File: src/core/cs_wait_pkg.sv
// constants for the chip select and wait controller
package cs_wait_pkg;

   ////////////////////////////////////////////////////////////////////////////
   // register byte addresses
   localparam logic [31:0] SPACE0_BASE_MASK_ADDR     = 32'hffffe400;
   localparam logic [31:0] SPACE1_BASE_MASK_ADDR     = 32'hffffe404;
   localparam logic [31:0] SPACE2_BASE_MASK_ADDR     = 32'hffffe408;
   localparam logic [31:0] SPACE3_BASE_MASK_ADDR     = 32'hffffe40c;
   localparam logic [31:0] SPACE01_ACCESS_CTRL_ADDR  = 32'hffffe480;
   localparam logic [31:0] SPACE23_ACCESS_CTRL_ADDR  = 32'hffffe484;
   localparam logic [31:0] DEFAULT_ACCESS_CTRL_ADDR  = 32'hffffe488;
   localparam logic [31:0] CYCLE_STATUS_ADDR         = 32'hffffe48c;

   ////////////////////////////////////////////////////////////////////////////
   // reset values
   localparam logic [31:0] SPACE01_BASE_MASK_RESET   = 32'h000003ff;
   localparam logic [31:0] SPACE23_BASE_MASK_RESET   = 32'h000001ff;
   localparam logic [31:0] SPACE01_ACCESS_RESET      = 32'h00050005;
   localparam logic [31:0] SPACE23_ACCESS_RESET      = 32'h00050805;
   localparam logic [31:0] DEFAULT_ACCESS_RESET      = 32'h00000005;

   ////////////////////////////////////////////////////////////////////////////
   // field positions inside one 16-bit half of an access control word
   localparam int WAIT_LSB       = 0;
   localparam int WIDTH_BIT      = 4;
   localparam int WAVEFORM_LSB   = 6;
   localparam int RECOVERY_LSB   = 8;
   localparam int SCOPE_BIT      = 10;
   localparam int ENABLE_BIT     = 11;
   localparam int UPPER_HALF_LSB = 16;
   localparam int BASE_LSB       = 16;

   // lowest address bit that a mask field covers
   localparam int LOW_MASK_BIT_01 = 14;
   localparam int LOW_MASK_BIT_23 = 15;

   ////////////////////////////////////////////////////////////////////////////
   // fixed address windows
   localparam logic [12:0] ROM_WINDOW_TAG     = 13'h03f8;
   localparam logic [17:0] EXCLUDED_TAG       = 18'h3fffe;
   localparam logic [3:0]  WAIT_EXTERNAL_CODE = 4'hf;
   localparam logic [3:0]  WAIT_MAX_FIXED     = 4'h7;
   localparam logic [3:0]  WAIT_EXTERNAL_BASE = 4'h1;
   // extra extension cycles so the wait synchroniser catches up;
   // limitation: the memory must pull the pin in the first select cycle
   localparam logic [3:0]  WAIT_SYNC_SETTLE   = 4'h2;

   typedef enum logic [1:0] {
      CYC_IDLE,
      CYC_ACCESS,
      CYC_EXTEND,
      CYC_RECOVER
   } cycle_state_t;

endpackage : cs_wait_pkg

File: src/core/space_match.sv
// base and mask address match for one chip select space
`timescale 1ns/1ps
`default_nettype none
module space_match #(
   parameter int LOW_BIT = 14
) (
   input  wire logic [31:0] addr,
   input  wire logic [15:0] baseField,
   input  wire logic [15:0] maskField,
   output logic             hit
);

   if (LOW_BIT < 14 || LOW_BIT > 16) begin : badLowBit
      $error("space_match: LOW_BIT out of range");
   end

   wire logic [31:0] baseAddr = {baseField, 16'h0000};
   wire logic [31:0] maskAddr = {16'h0000, maskField} << LOW_BIT;
   wire logic [31:0] keepBits = 32'hffffffff << LOW_BIT;
   // set mask bits drop out of the compare, bits below LOW_BIT never count
   assign hit = (((addr ^ baseAddr) & ~maskAddr & keepBits) == 32'h00000000);

endmodule : space_match
`default_nettype wire

File: src/core/cycle_timer.sv
// loadable down counter for wait and recovery cycles
`timescale 1ns/1ps
`default_nettype none
module cycle_timer #(
   parameter int WIDTH = 4
) (
   input  wire logic             clock,
   input  wire logic             reset,
   input  wire logic             load,
   input  wire logic [WIDTH-1:0] loadValue,
   output logic                  expired
);

   if (WIDTH < 2) begin : badWidth
      $error("cycle_timer: WIDTH too small");
   end

   logic [WIDTH-1:0] count_reg;
   logic [WIDTH-1:0] count_next;

   assign count_next = load ? loadValue :
                       (count_reg != '0) ? count_reg - 1'b1 : count_reg;
   assign expired    = (count_reg == '0);

   always_ff @(posedge clock or posedge reset) begin
      if (reset) count_reg <= '0;
      else       count_reg <= count_next;
   end

endmodule : cycle_timer
`default_nettype wire

File: src/core/chip_select_wait_control.sv
// chip select decode, wait state and recovery timing for external memory
//
// Summary of operation
// - every cycle address is compared to each space base only on bits whose mask bit is clear.
// - the base field gives address bits 31 to 16 and the low sixteen bits are zero.
// - spaces two and three always compare bit 31; software keeps mask bits 15 to 9 clear.
// - the on-chip ROM half megabyte never raises chip select two.
// - no chip select is ever raised between ffff_8000 and ffff_bfff.
// - only one chip select is raised, line zero winning over one, two and three.
// - block sizes are powers of two in the supported range and software keeps to them.
// - settings come from the matching pair register, or the default area when no enabled line is picked.
// - wait codes 0 to 7 insert that many waits; code f inserts four plus the wait pin time.
// - the width bit selects a 16-bit bus when clear and an 8-bit bus when set.
// - recovery code 00 gives two dummy cycles, 01 one and 10 none; 11 is not programmed.
// - the enable bit gates each line; after reset only space two is enabled.
// - the space two scope bit picks whole address space when clear, its own range when set.
//
// Decided for this implementation: the address-and-strobe port.
`timescale 1ns/1ps
`default_nettype none
module chip_select_wait_control (
   input  wire logic        clock,
   input  wire logic        reset,
   input  wire logic [31:0] regAddr,
   input  wire logic [31:0] regWrData,
   input  wire logic        regWr,
   input  wire logic        regRd,
   output logic      [31:0] regRdData,
   input  wire logic        cycReq,
   input  wire logic [31:0] cycAddr,
   output logic             cycReady,
   output logic             cycDone,
   input  wire logic        waitInN,
   output logic      [3:0]  selectOutN,
   output logic             width8
);

   ////////////////////////////////////////////////////////////////////////////
   // helpers

   function automatic logic [3:0] fixedWaits(input logic [3:0] code);
      // undefined codes 8..e saturate at the longest fixed wait
      if (code == cs_wait_pkg::WAIT_EXTERNAL_CODE)   fixedWaits = cs_wait_pkg::WAIT_EXTERNAL_BASE;
      else if (code > cs_wait_pkg::WAIT_MAX_FIXED)   fixedWaits = cs_wait_pkg::WAIT_MAX_FIXED;
      else                                           fixedWaits = code;
   endfunction : fixedWaits

   function automatic logic [1:0] dummyCycles(input logic [1:0] code);
      case (code)
         2'h0:    dummyCycles = 2'h2;
         2'h1:    dummyCycles = 2'h1;
         2'h2:    dummyCycles = 2'h0;
         default: dummyCycles = 2'h2;   // forbidden code, take the safest spacing
      endcase
   endfunction : dummyCycles

   ////////////////////////////////////////////////////////////////////////////
   // register file

   logic [31:0] baseMask0_reg;
   logic [31:0] baseMask1_reg;
   logic [31:0] baseMask2_reg;
   logic [31:0] baseMask3_reg;
   logic [31:0] space01Ctrl_reg;
   logic [31:0] space23Ctrl_reg;
   logic [31:0] defaultCtrl_reg;
   logic [31:0] regRdData_reg;
   logic [31:0] regRdData_next;

   wire logic hitBm0     = (regAddr == cs_wait_pkg::SPACE0_BASE_MASK_ADDR);
   wire logic hitBm1     = (regAddr == cs_wait_pkg::SPACE1_BASE_MASK_ADDR);
   wire logic hitBm2     = (regAddr == cs_wait_pkg::SPACE2_BASE_MASK_ADDR);
   wire logic hitBm3     = (regAddr == cs_wait_pkg::SPACE3_BASE_MASK_ADDR);
   wire logic hitCtrl01  = (regAddr == cs_wait_pkg::SPACE01_ACCESS_CTRL_ADDR);
   wire logic hitCtrl23  = (regAddr == cs_wait_pkg::SPACE23_ACCESS_CTRL_ADDR);
   wire logic hitCtrlDef = (regAddr == cs_wait_pkg::DEFAULT_ACCESS_CTRL_ADDR);
   wire logic hitStatus  = (regAddr == cs_wait_pkg::CYCLE_STATUS_ADDR);

   always_ff @(posedge clock or posedge reset) begin
      if (reset) begin
         baseMask0_reg   <= cs_wait_pkg::SPACE01_BASE_MASK_RESET;
         baseMask1_reg   <= cs_wait_pkg::SPACE01_BASE_MASK_RESET;
         baseMask2_reg   <= cs_wait_pkg::SPACE23_BASE_MASK_RESET;
         baseMask3_reg   <= cs_wait_pkg::SPACE23_BASE_MASK_RESET;
         space01Ctrl_reg <= cs_wait_pkg::SPACE01_ACCESS_RESET;
         space23Ctrl_reg <= cs_wait_pkg::SPACE23_ACCESS_RESET;
         defaultCtrl_reg <= cs_wait_pkg::DEFAULT_ACCESS_RESET;
      end else if (regWr) begin
         if (hitBm0)     baseMask0_reg   <= regWrData;
         if (hitBm1)     baseMask1_reg   <= regWrData;
         if (hitBm2)     baseMask2_reg   <= regWrData;
         if (hitBm3)     baseMask3_reg   <= regWrData;
         if (hitCtrl01)  space01Ctrl_reg <= regWrData;
         if (hitCtrl23)  space23Ctrl_reg <= regWrData;
         if (hitCtrlDef) defaultCtrl_reg <= regWrData;
      end
   end

   ////////////////////////////////////////////////////////////////////////////
   // wait pin synchroniser, a change counts once stages two and three agree

   logic waitSync1_reg;
   logic waitSync2_reg;
   logic waitSync3_reg;
   logic waitActive_reg;

   always_ff @(posedge clock or posedge reset) begin
      if (reset) begin
         waitSync1_reg  <= 1'b1;
         waitSync2_reg  <= 1'b1;
         waitSync3_reg  <= 1'b1;
         waitActive_reg <= 1'b0;
      end else begin
         waitSync1_reg <= waitInN;
         waitSync2_reg <= waitSync1_reg;
         waitSync3_reg <= waitSync2_reg;
         if (waitSync2_reg == waitSync3_reg) waitActive_reg <= ~waitSync3_reg;
      end
   end

   ////////////////////////////////////////////////////////////////////////////
   // address decode

   logic [3:0] rangeHit;

   space_match #(.LOW_BIT(cs_wait_pkg::LOW_MASK_BIT_01)) match0 (
      .addr      (cycAddr),
      .baseField (baseMask0_reg[31:16]),
      .maskField (baseMask0_reg[15:0]),
      .hit       (rangeHit[0])
   );
   space_match #(.LOW_BIT(cs_wait_pkg::LOW_MASK_BIT_01)) match1 (
      .addr      (cycAddr),
      .baseField (baseMask1_reg[31:16]),
      .maskField (baseMask1_reg[15:0]),
      .hit       (rangeHit[1])
   );
   // the 16-bit mask reaches only bit 30 here, so bit 31 is always compared
   space_match #(.LOW_BIT(cs_wait_pkg::LOW_MASK_BIT_23)) match2 (
      .addr      (cycAddr),
      .baseField (baseMask2_reg[31:16]),
      .maskField (baseMask2_reg[15:0]),
      .hit       (rangeHit[2])
   );
   space_match #(.LOW_BIT(cs_wait_pkg::LOW_MASK_BIT_23)) match3 (
      .addr      (cycAddr),
      .baseField (baseMask3_reg[31:16]),
      .maskField (baseMask3_reg[15:0]),
      .hit       (rangeHit[3])
   );

   wire logic [15:0] half0   = space01Ctrl_reg[15:0];
   wire logic [15:0] half1   = space01Ctrl_reg[31:16];
   wire logic [15:0] half2   = space23Ctrl_reg[15:0];
   wire logic [15:0] half3   = space23Ctrl_reg[31:16];
   wire logic [15:0] halfDef = defaultCtrl_reg[15:0];

   wire logic inRomWindow  = (cycAddr[31:19] == cs_wait_pkg::ROM_WINDOW_TAG);
   wire logic inExcluded   = (cycAddr[31:14] == cs_wait_pkg::EXCLUDED_TAG);
   wire logic scope2Range  = half2[cs_wait_pkg::SCOPE_BIT];
   wire logic space2Region = scope2Range ? rangeHit[2] : 1'b1;

   wire logic cand0 = rangeHit[0] & half0[cs_wait_pkg::ENABLE_BIT];
   wire logic cand1 = rangeHit[1] & half1[cs_wait_pkg::ENABLE_BIT];
   wire logic cand2 = space2Region & ~inRomWindow & half2[cs_wait_pkg::ENABLE_BIT];
   wire logic cand3 = rangeHit[3] & half3[cs_wait_pkg::ENABLE_BIT];

   // one line at most, line zero first
   wire logic pick0 = ~inExcluded & cand0;
   wire logic pick1 = ~inExcluded & ~cand0 & cand1;
   wire logic pick2 = ~inExcluded & ~cand0 & ~cand1 & cand2;
   wire logic pick3 = ~inExcluded & ~cand0 & ~cand1 & ~cand2 & cand3;
   wire logic [3:0] pickVec = {pick3, pick2, pick1, pick0};

   // settings of the chosen space, or of the default area
   wire logic [15:0] chosenHalf = pick0 ? half0 :
                                  pick1 ? half1 :
                                  pick2 ? half2 :
                                  pick3 ? half3 : halfDef;

   wire logic [3:0] chosenWaitCode = chosenHalf[cs_wait_pkg::WAIT_LSB +: 4];
   wire logic [1:0] chosenRcvCode  = chosenHalf[cs_wait_pkg::RECOVERY_LSB +: 2];
   wire logic       chosenWidth8   = chosenHalf[cs_wait_pkg::WIDTH_BIT];
   wire logic       chosenExtend   = (chosenWaitCode == cs_wait_pkg::WAIT_EXTERNAL_CODE);

   ////////////////////////////////////////////////////////////////////////////
   // bus cycle sequencer

   cs_wait_pkg::cycle_state_t state_reg;
   cs_wait_pkg::cycle_state_t state_next;

   logic       extend_reg;
   logic       extend_next;
   logic [1:0] rcvCycles_reg;
   logic [1:0] rcvCycles_next;
   logic [3:0] selectOutN_reg;
   logic [3:0] selectOutN_next;
   logic       width8_reg;
   logic       width8_next;
   logic       cycDone_reg;
   logic       cycDone_next;
   logic       cycReady_reg;
   logic       cycReady_next;
   logic [1:0] lastSpace_reg;
   logic [1:0] lastSpace_next;
   logic       lastDefault_reg;
   logic       lastDefault_next;
   logic       timerLoad;
   logic [3:0] timerValue;
   logic       timerExpired;

   cycle_timer #(.WIDTH(4)) timer (
      .clock     (clock),
      .reset     (reset),
      .load      (timerLoad),
      .loadValue (timerValue),
      .expired   (timerExpired)
   );

   wire logic       startCycle  = (state_reg == cs_wait_pkg::CYC_IDLE) & cycReq;
   wire logic       accessEnd   = (state_reg == cs_wait_pkg::CYC_ACCESS) & timerExpired & ~extend_reg;
   wire logic       extendEnd   = (state_reg == cs_wait_pkg::CYC_EXTEND) & timerExpired &
                                  ~waitActive_reg;
   wire logic       cycleEnd    = accessEnd | extendEnd;
   wire logic       rcvEnd      = (state_reg == cs_wait_pkg::CYC_RECOVER) & timerExpired;
   // a zero recovery count skips the dummy state entirely
   wire logic [3:0] rcvLoad     = (rcvCycles_reg == 2'h0) ? 4'h0 : {2'h0, rcvCycles_reg - 2'h1};
   wire logic [1:0] pickIndex   = pick1 ? 2'h1 : pick2 ? 2'h2 : pick3 ? 2'h3 : 2'h0;

   always_comb begin
      state_next       = state_reg;
      extend_next      = extend_reg;
      rcvCycles_next   = rcvCycles_reg;
      selectOutN_next  = selectOutN_reg;
      width8_next      = width8_reg;
      cycDone_next     = cycleEnd;
      lastSpace_next   = lastSpace_reg;
      lastDefault_next = lastDefault_reg;
      timerLoad        = 1'b0;
      timerValue       = 4'h0;
      case (state_reg)
         cs_wait_pkg::CYC_IDLE: begin
            if (startCycle) begin
               state_next       = cs_wait_pkg::CYC_ACCESS;
               selectOutN_next  = ~pickVec;
               width8_next      = chosenWidth8;
               extend_next      = chosenExtend;
               rcvCycles_next   = dummyCycles(chosenRcvCode);
               lastSpace_next   = pickIndex;
               lastDefault_next = (pickVec == 4'h0);
               timerLoad        = 1'b1;
               timerValue       = fixedWaits(chosenWaitCode);
            end
         end
         cs_wait_pkg::CYC_ACCESS: begin
            if (timerExpired) begin
               if (extend_reg) begin
                  // a pin pulled low with the select takes four clocks to show
                  state_next = cs_wait_pkg::CYC_EXTEND;
                  timerLoad  = 1'b1;
                  timerValue = cs_wait_pkg::WAIT_SYNC_SETTLE;
               end else begin
                  state_next      = (rcvCycles_reg == 2'h0) ? cs_wait_pkg::CYC_IDLE
                                                            : cs_wait_pkg::CYC_RECOVER;
                  selectOutN_next = 4'hf;
                  timerLoad       = 1'b1;
                  timerValue      = rcvLoad;
               end
            end
         end
         cs_wait_pkg::CYC_EXTEND: begin
            // held for as long as the memory pulls the wait pin
            if (extendEnd) begin
               state_next      = (rcvCycles_reg == 2'h0) ? cs_wait_pkg::CYC_IDLE
                                                         : cs_wait_pkg::CYC_RECOVER;
               selectOutN_next = 4'hf;
               timerLoad       = 1'b1;
               timerValue      = rcvLoad;
            end
         end
         cs_wait_pkg::CYC_RECOVER: begin
            if (rcvEnd) state_next = cs_wait_pkg::CYC_IDLE;
         end
         default: begin
            state_next      = cs_wait_pkg::CYC_IDLE;
            selectOutN_next = 4'hf;
         end
      endcase
      cycReady_next = (state_next == cs_wait_pkg::CYC_IDLE);
   end

   always_ff @(posedge clock or posedge reset) begin
      if (reset) begin
         state_reg       <= cs_wait_pkg::CYC_IDLE;
         extend_reg      <= 1'b0;
         rcvCycles_reg   <= 2'h0;
         selectOutN_reg  <= 4'hf;
         width8_reg      <= 1'b0;
         cycDone_reg     <= 1'b0;
         cycReady_reg    <= 1'b1;
         lastSpace_reg   <= 2'h0;
         lastDefault_reg <= 1'b0;
      end else begin
         state_reg       <= state_next;
         extend_reg      <= extend_next;
         rcvCycles_reg   <= rcvCycles_next;
         selectOutN_reg  <= selectOutN_next;
         width8_reg      <= width8_next;
         cycDone_reg     <= cycDone_next;
         cycReady_reg    <= cycReady_next;
         lastSpace_reg   <= lastSpace_next;
         lastDefault_reg <= lastDefault_next;
      end
   end

   ////////////////////////////////////////////////////////////////////////////
   // read path, access control words are write only and read as zero

   wire logic [31:0] statusWord = {21'h00000, lastDefault_reg, lastSpace_reg,
                                   waitActive_reg, (state_reg == cs_wait_pkg::CYC_EXTEND),
                                   ~cycReady_reg, width8_reg, ~selectOutN_reg};

   assign regRdData_next = !regRd    ? 32'h00000000  :
                           hitBm0    ? baseMask0_reg :
                           hitBm1    ? baseMask1_reg :
                           hitBm2    ? baseMask2_reg :
                           hitBm3    ? baseMask3_reg :
                           hitStatus ? statusWord    : 32'h00000000;

   always_ff @(posedge clock or posedge reset) begin
      if (reset) regRdData_reg <= 32'h00000000;
      else       regRdData_reg <= regRdData_next;
   end

   assign regRdData  = regRdData_reg;
   assign selectOutN = selectOutN_reg;
   assign width8     = width8_reg;
   assign cycDone    = cycDone_reg;
   assign cycReady   = cycReady_reg;

endmodule : chip_select_wait_control
`default_nettype wire

File: config.mk
export PLATFORM = sky130hd
export DESIGN_NAME = chip_select_wait_control
export DESIGN_NICKNAME = d
export VERILOG_FILES = /design/src/core/cs_wait_pkg.sv /design/src/core/space_match.sv /design/src/core/cycle_timer.sv /design/src/core/chip_select_wait_control.sv
export SDC_FILE = /design/constraint.sdc
export NUM_CORES = 1
export LEC_CHECK = 0
export BUFFER_PORTS_ARGS = -buffer_cell sky130_fd_sc_hd__buf_2
export CORE_UTILIZATION = 45
export DETAILED_ROUTE_END_ITERATION = 10
export PLACE_DENSITY = 0.67
export SYNTH_ARGS = -nofsm -noshare
export SYNTH_HDL_FRONTEND = slang
export SYNTH_SLANG_ARGS = --single-unit
File: constraint.sdc
create_clock -name clock -period 6.05 [get_ports clock]
set_clock_uncertainty 0.1 [all_clocks]
set_input_delay 0.3025 -clock clock [delete_from_list [all_inputs] [get_ports clock]]
set_output_delay 0.3025 -clock clock [all_outputs]
set_load 0.02 [all_outputs]
==> results_dict.tcl <==
set metrics [dict create \
    tritoncts "done" \
    clock_path_buffers 3 \
    synthFlopType "dfrtp_1" \
    drt-initial-drc-count 531 \
    grt_overflow_total 0 \
    start_util 0.460 \
    max_stage_delay_ns 0.86 \
    clock_latency_ns 0.52 \
    synth_top_family_by_area "multiplexers" \
    crit_start "baseMask3_reg[22]" \
    cp.required_ns 6.35 \
    clock-root-buffer "clkbuf_16" \
    grt_max_degree 188 \
    status "finished clean" \
    final_cell_mix "166 x dfrtp_1, 165 x mux2_2, 126 x buf_2" \
    arrival_ns 4.21 \
    syn_avg_cell_area_um2 12.1 \
    period_minus_slack_ns 3.90 \
    maxSlewViolCount 0 \
    p_leak_nw 5.88 \
    reg2reg_from "baseMask3_reg[22]" \
    synthMuxAreaShare 0.180 \
    synth_nets 1003 \
    core.rowCount 56 \
    final_layout_size_suffix_gt1_frac 0.403 \
    post-dp-hpwl_um 22300 \
    antenna_found_initial 0 \
    multiInputGateArea_um2 4850 \
    max_clock_freq_mhz 256 \
    synth_compound_area_frac 0.127 \
    worstSetupEndpointType "flop" \
    wl_um 31200 \
    ys_seq_area_frac 0.522 \
    cts_made_buffers 25 \
    final_common_cell "dfrtp_1" \
    yosys_warnings 0 \
    die_y_um 157 \
    postSynth.asyncResetShare 1.00 \
    wl_per_cell_um 22.8 \
    core-area_um2 23500 \
    cpMostUsedCell "mux2_2" \
    critical_path.cell_chain "xnor2_1 -> o22ai_1 -> nor4_1 -> o2111ai_1 -> nor3_1 -> mux2_2 -> mux2i_1 -> o21a_1 -> ha_1 -> mux2_2" \
    finalSetupTns_ns 0 \
    regArea_um2 5650 \
    yosysUniqueCellTypes 61 \
    path_buf_inv 0 \
    cp_max_fo 6 \
    min_from "regWrData[19]" \
    firstDrtPassIters 5 \
    grtUsageTotal 0.258 \
    path_class "reg -> reg" \
    vias 7952 \
    synth_edf_count 0 \
    postCtsSetupBuffers 0 \
    nNetsFinal 1138 \
    mappedNetlistArea_um2 10800 \
    slew_headroom 0.329 \
    finalSetupViolCount 0 \
    final_core_util 0.544 \
    avgViaCountPerCell 5.82 \
    clkSlewWorstSetupHoldPaths_ns 0.06 \
    p_per_area_nw_per_um2 277 \
    peakVddDrop_mv 0.182 \
    rsz0062_at_grt "false" \
    antenna_left 0 \
    io_buffers 126 \
    synth_xor_area_frac 0.0581 \
    drc_errors 0 \
    maxCapViolations 0 \
    crit_family "simple AND/OR/NAND/NOR gates" \
    clock_sinks 223 \
    grt_first_pass_wirelength_um 47200 \
    dieArea_um2 24700 \
    synth-simple-area-share 0.0726 \
    fill_cells 2045 \
    min_period_over_period 0.645 \
    slowest_stage "nor3_1" \
    synthAdderAreaFrac 0.00808 \
    ys_ff_latch 223 \
    gp_congestion 0.965 \
    hold_viol 0 \
    num_antenna_cells 0 \
    htree_levels 1 \
    io_pins 141 \
    hold_path_class "in -> reg" \
    die_w_um 157 \
    synth_cells 894 \
    start_kind "flop" \
    area_growth_pct 18.3 \
    max_slew.worst_pin.slew_ns 1.01 \
    grt_pass1_vias 7885 \
]
[what timing repair did]
item,4_1_cts,5_1_grt
hold buffers,21,1
hold endpoints to repair,90,1
endpoints found under the setup margin,0,0
resized for setup,0,0
[power by group]
part,switching (mW),internal [mW]
Clock,0.610,0.983
Combinational,0.241,0.157
Sequential,0.0312,1.53
Total,0.882,2.67
[stage by stage]
| step | area (um2) | power, mW | setup WS [ns] | hold WS (ns) | cells |
|---|---|---|---|---|---|
| floorplan | 10800 | 1.85 | 2.78 | 0.207 | 894 |
| global placement | 11700 | 1.97 | 1.99 | 0.248 | 1299 |
| detailed placement | 11700 | 1.97 | 1.98 | 0.253 | 1299 |
| CTS | 12800 | 3.58 | 2.22 | 0.00207 | 1365 |
| global route | 12800 | 3.69 | 2.03 | 0.0322 | 1366 |
| finish | 12800 | 3.55 | 2.15 | 0.0132 | 1366 |
[per-layer routing]
layer,up-vias,share of wire,track usage
li1,3561,-,-
met1,4008,0.45,0.366
met2,324,0.44,0.395
met3,59,0.075,0.0515
met4,0,0.031,0.0855
met5,-,0,0
[cell type report]
class,instances,area share
repair buffers,160,0.0744
inverters,23,0.00703
flip-flops and latches,223,0.441
clock buffers,37,0.0586
multi-input cells,596,0.378
clock inverters,8,0.00947
well taps,319,0.0311
[cells in the mapped netlist, types with 6 or more instances]
master / instances / area share
dfrtp_1: 166 / 0.38
ha_1: 7 / 0.0081
xnor2_2: 8 / 0.012
buf_1: 13 / 0.0045
nor2_1: 39 / 0.014
a21oi_1: 18 / 0.0083
o21ai_0: 28 / 0.013
buf_4: 7 / 0.0048
clkbuf_1: 22 / 0.0076
nand2_1: 36 / 0.012
xnor2_1: 56 / 0.045
nand4_1: 8 / 0.0046
inv_1: 23 / 0.0080
dfstp_2: 57 / 0.14
a222oi_1: 11 / 0.010
nand3_1: 10 / 0.0046
nor2b_1: 6 / 0.0035
a22oi_1: 44 / 0.030
a21boi_0: 29 / 0.020
o22ai_1: 32 / 0.018
mux2i_1: 9 / 0.0083
nor4_1: 15 / 0.0087
mux2_2: 165 / 0.17
nor3_1: 11 / 0.0051
[logic make-up (layout without fill, tap and decap cells)]
group | after synthesis | in the layout
compound gates | 196 | 196
fa+ha+maj | 7 | 7
flops | 223 | 223
simple gates | 154 | 154
buf+inv | 75 | 228
mux | 174 | 174
xor+xnor | 65 | 65
[final timing paths]
kind	endpoint	slack (ns)	cells after the start
setup / recovery	rcvCycles_reg[1]	2.15	10
hold / removal	space01Ctrl_reg[19]	0.01	3
setup reg to reg	rcvCycles_reg[1]	2.15	10
hold reg to reg	waitSync2_reg	0.26	0
max in group asynchronous	space01Ctrl_reg[1]	4.05	4
min in group asynchronous	baseMask1_reg[31]	0.37	3
[worst register-to-register path: stages (launching register included)]
cell and delay, ns:
dfrtp_1 0.40, xnor2_1 0.33, o22ai_1 0.15, nor4_1 0.35, o2111ai_1 0.40, nor3_1 0.87, mux2_2 0.42, mux2i_1 0.14
o21a_1 0.15, ha_1 0.23, mux2_2 0.26
Note: power is estimated with default switching activity, not from simulation.
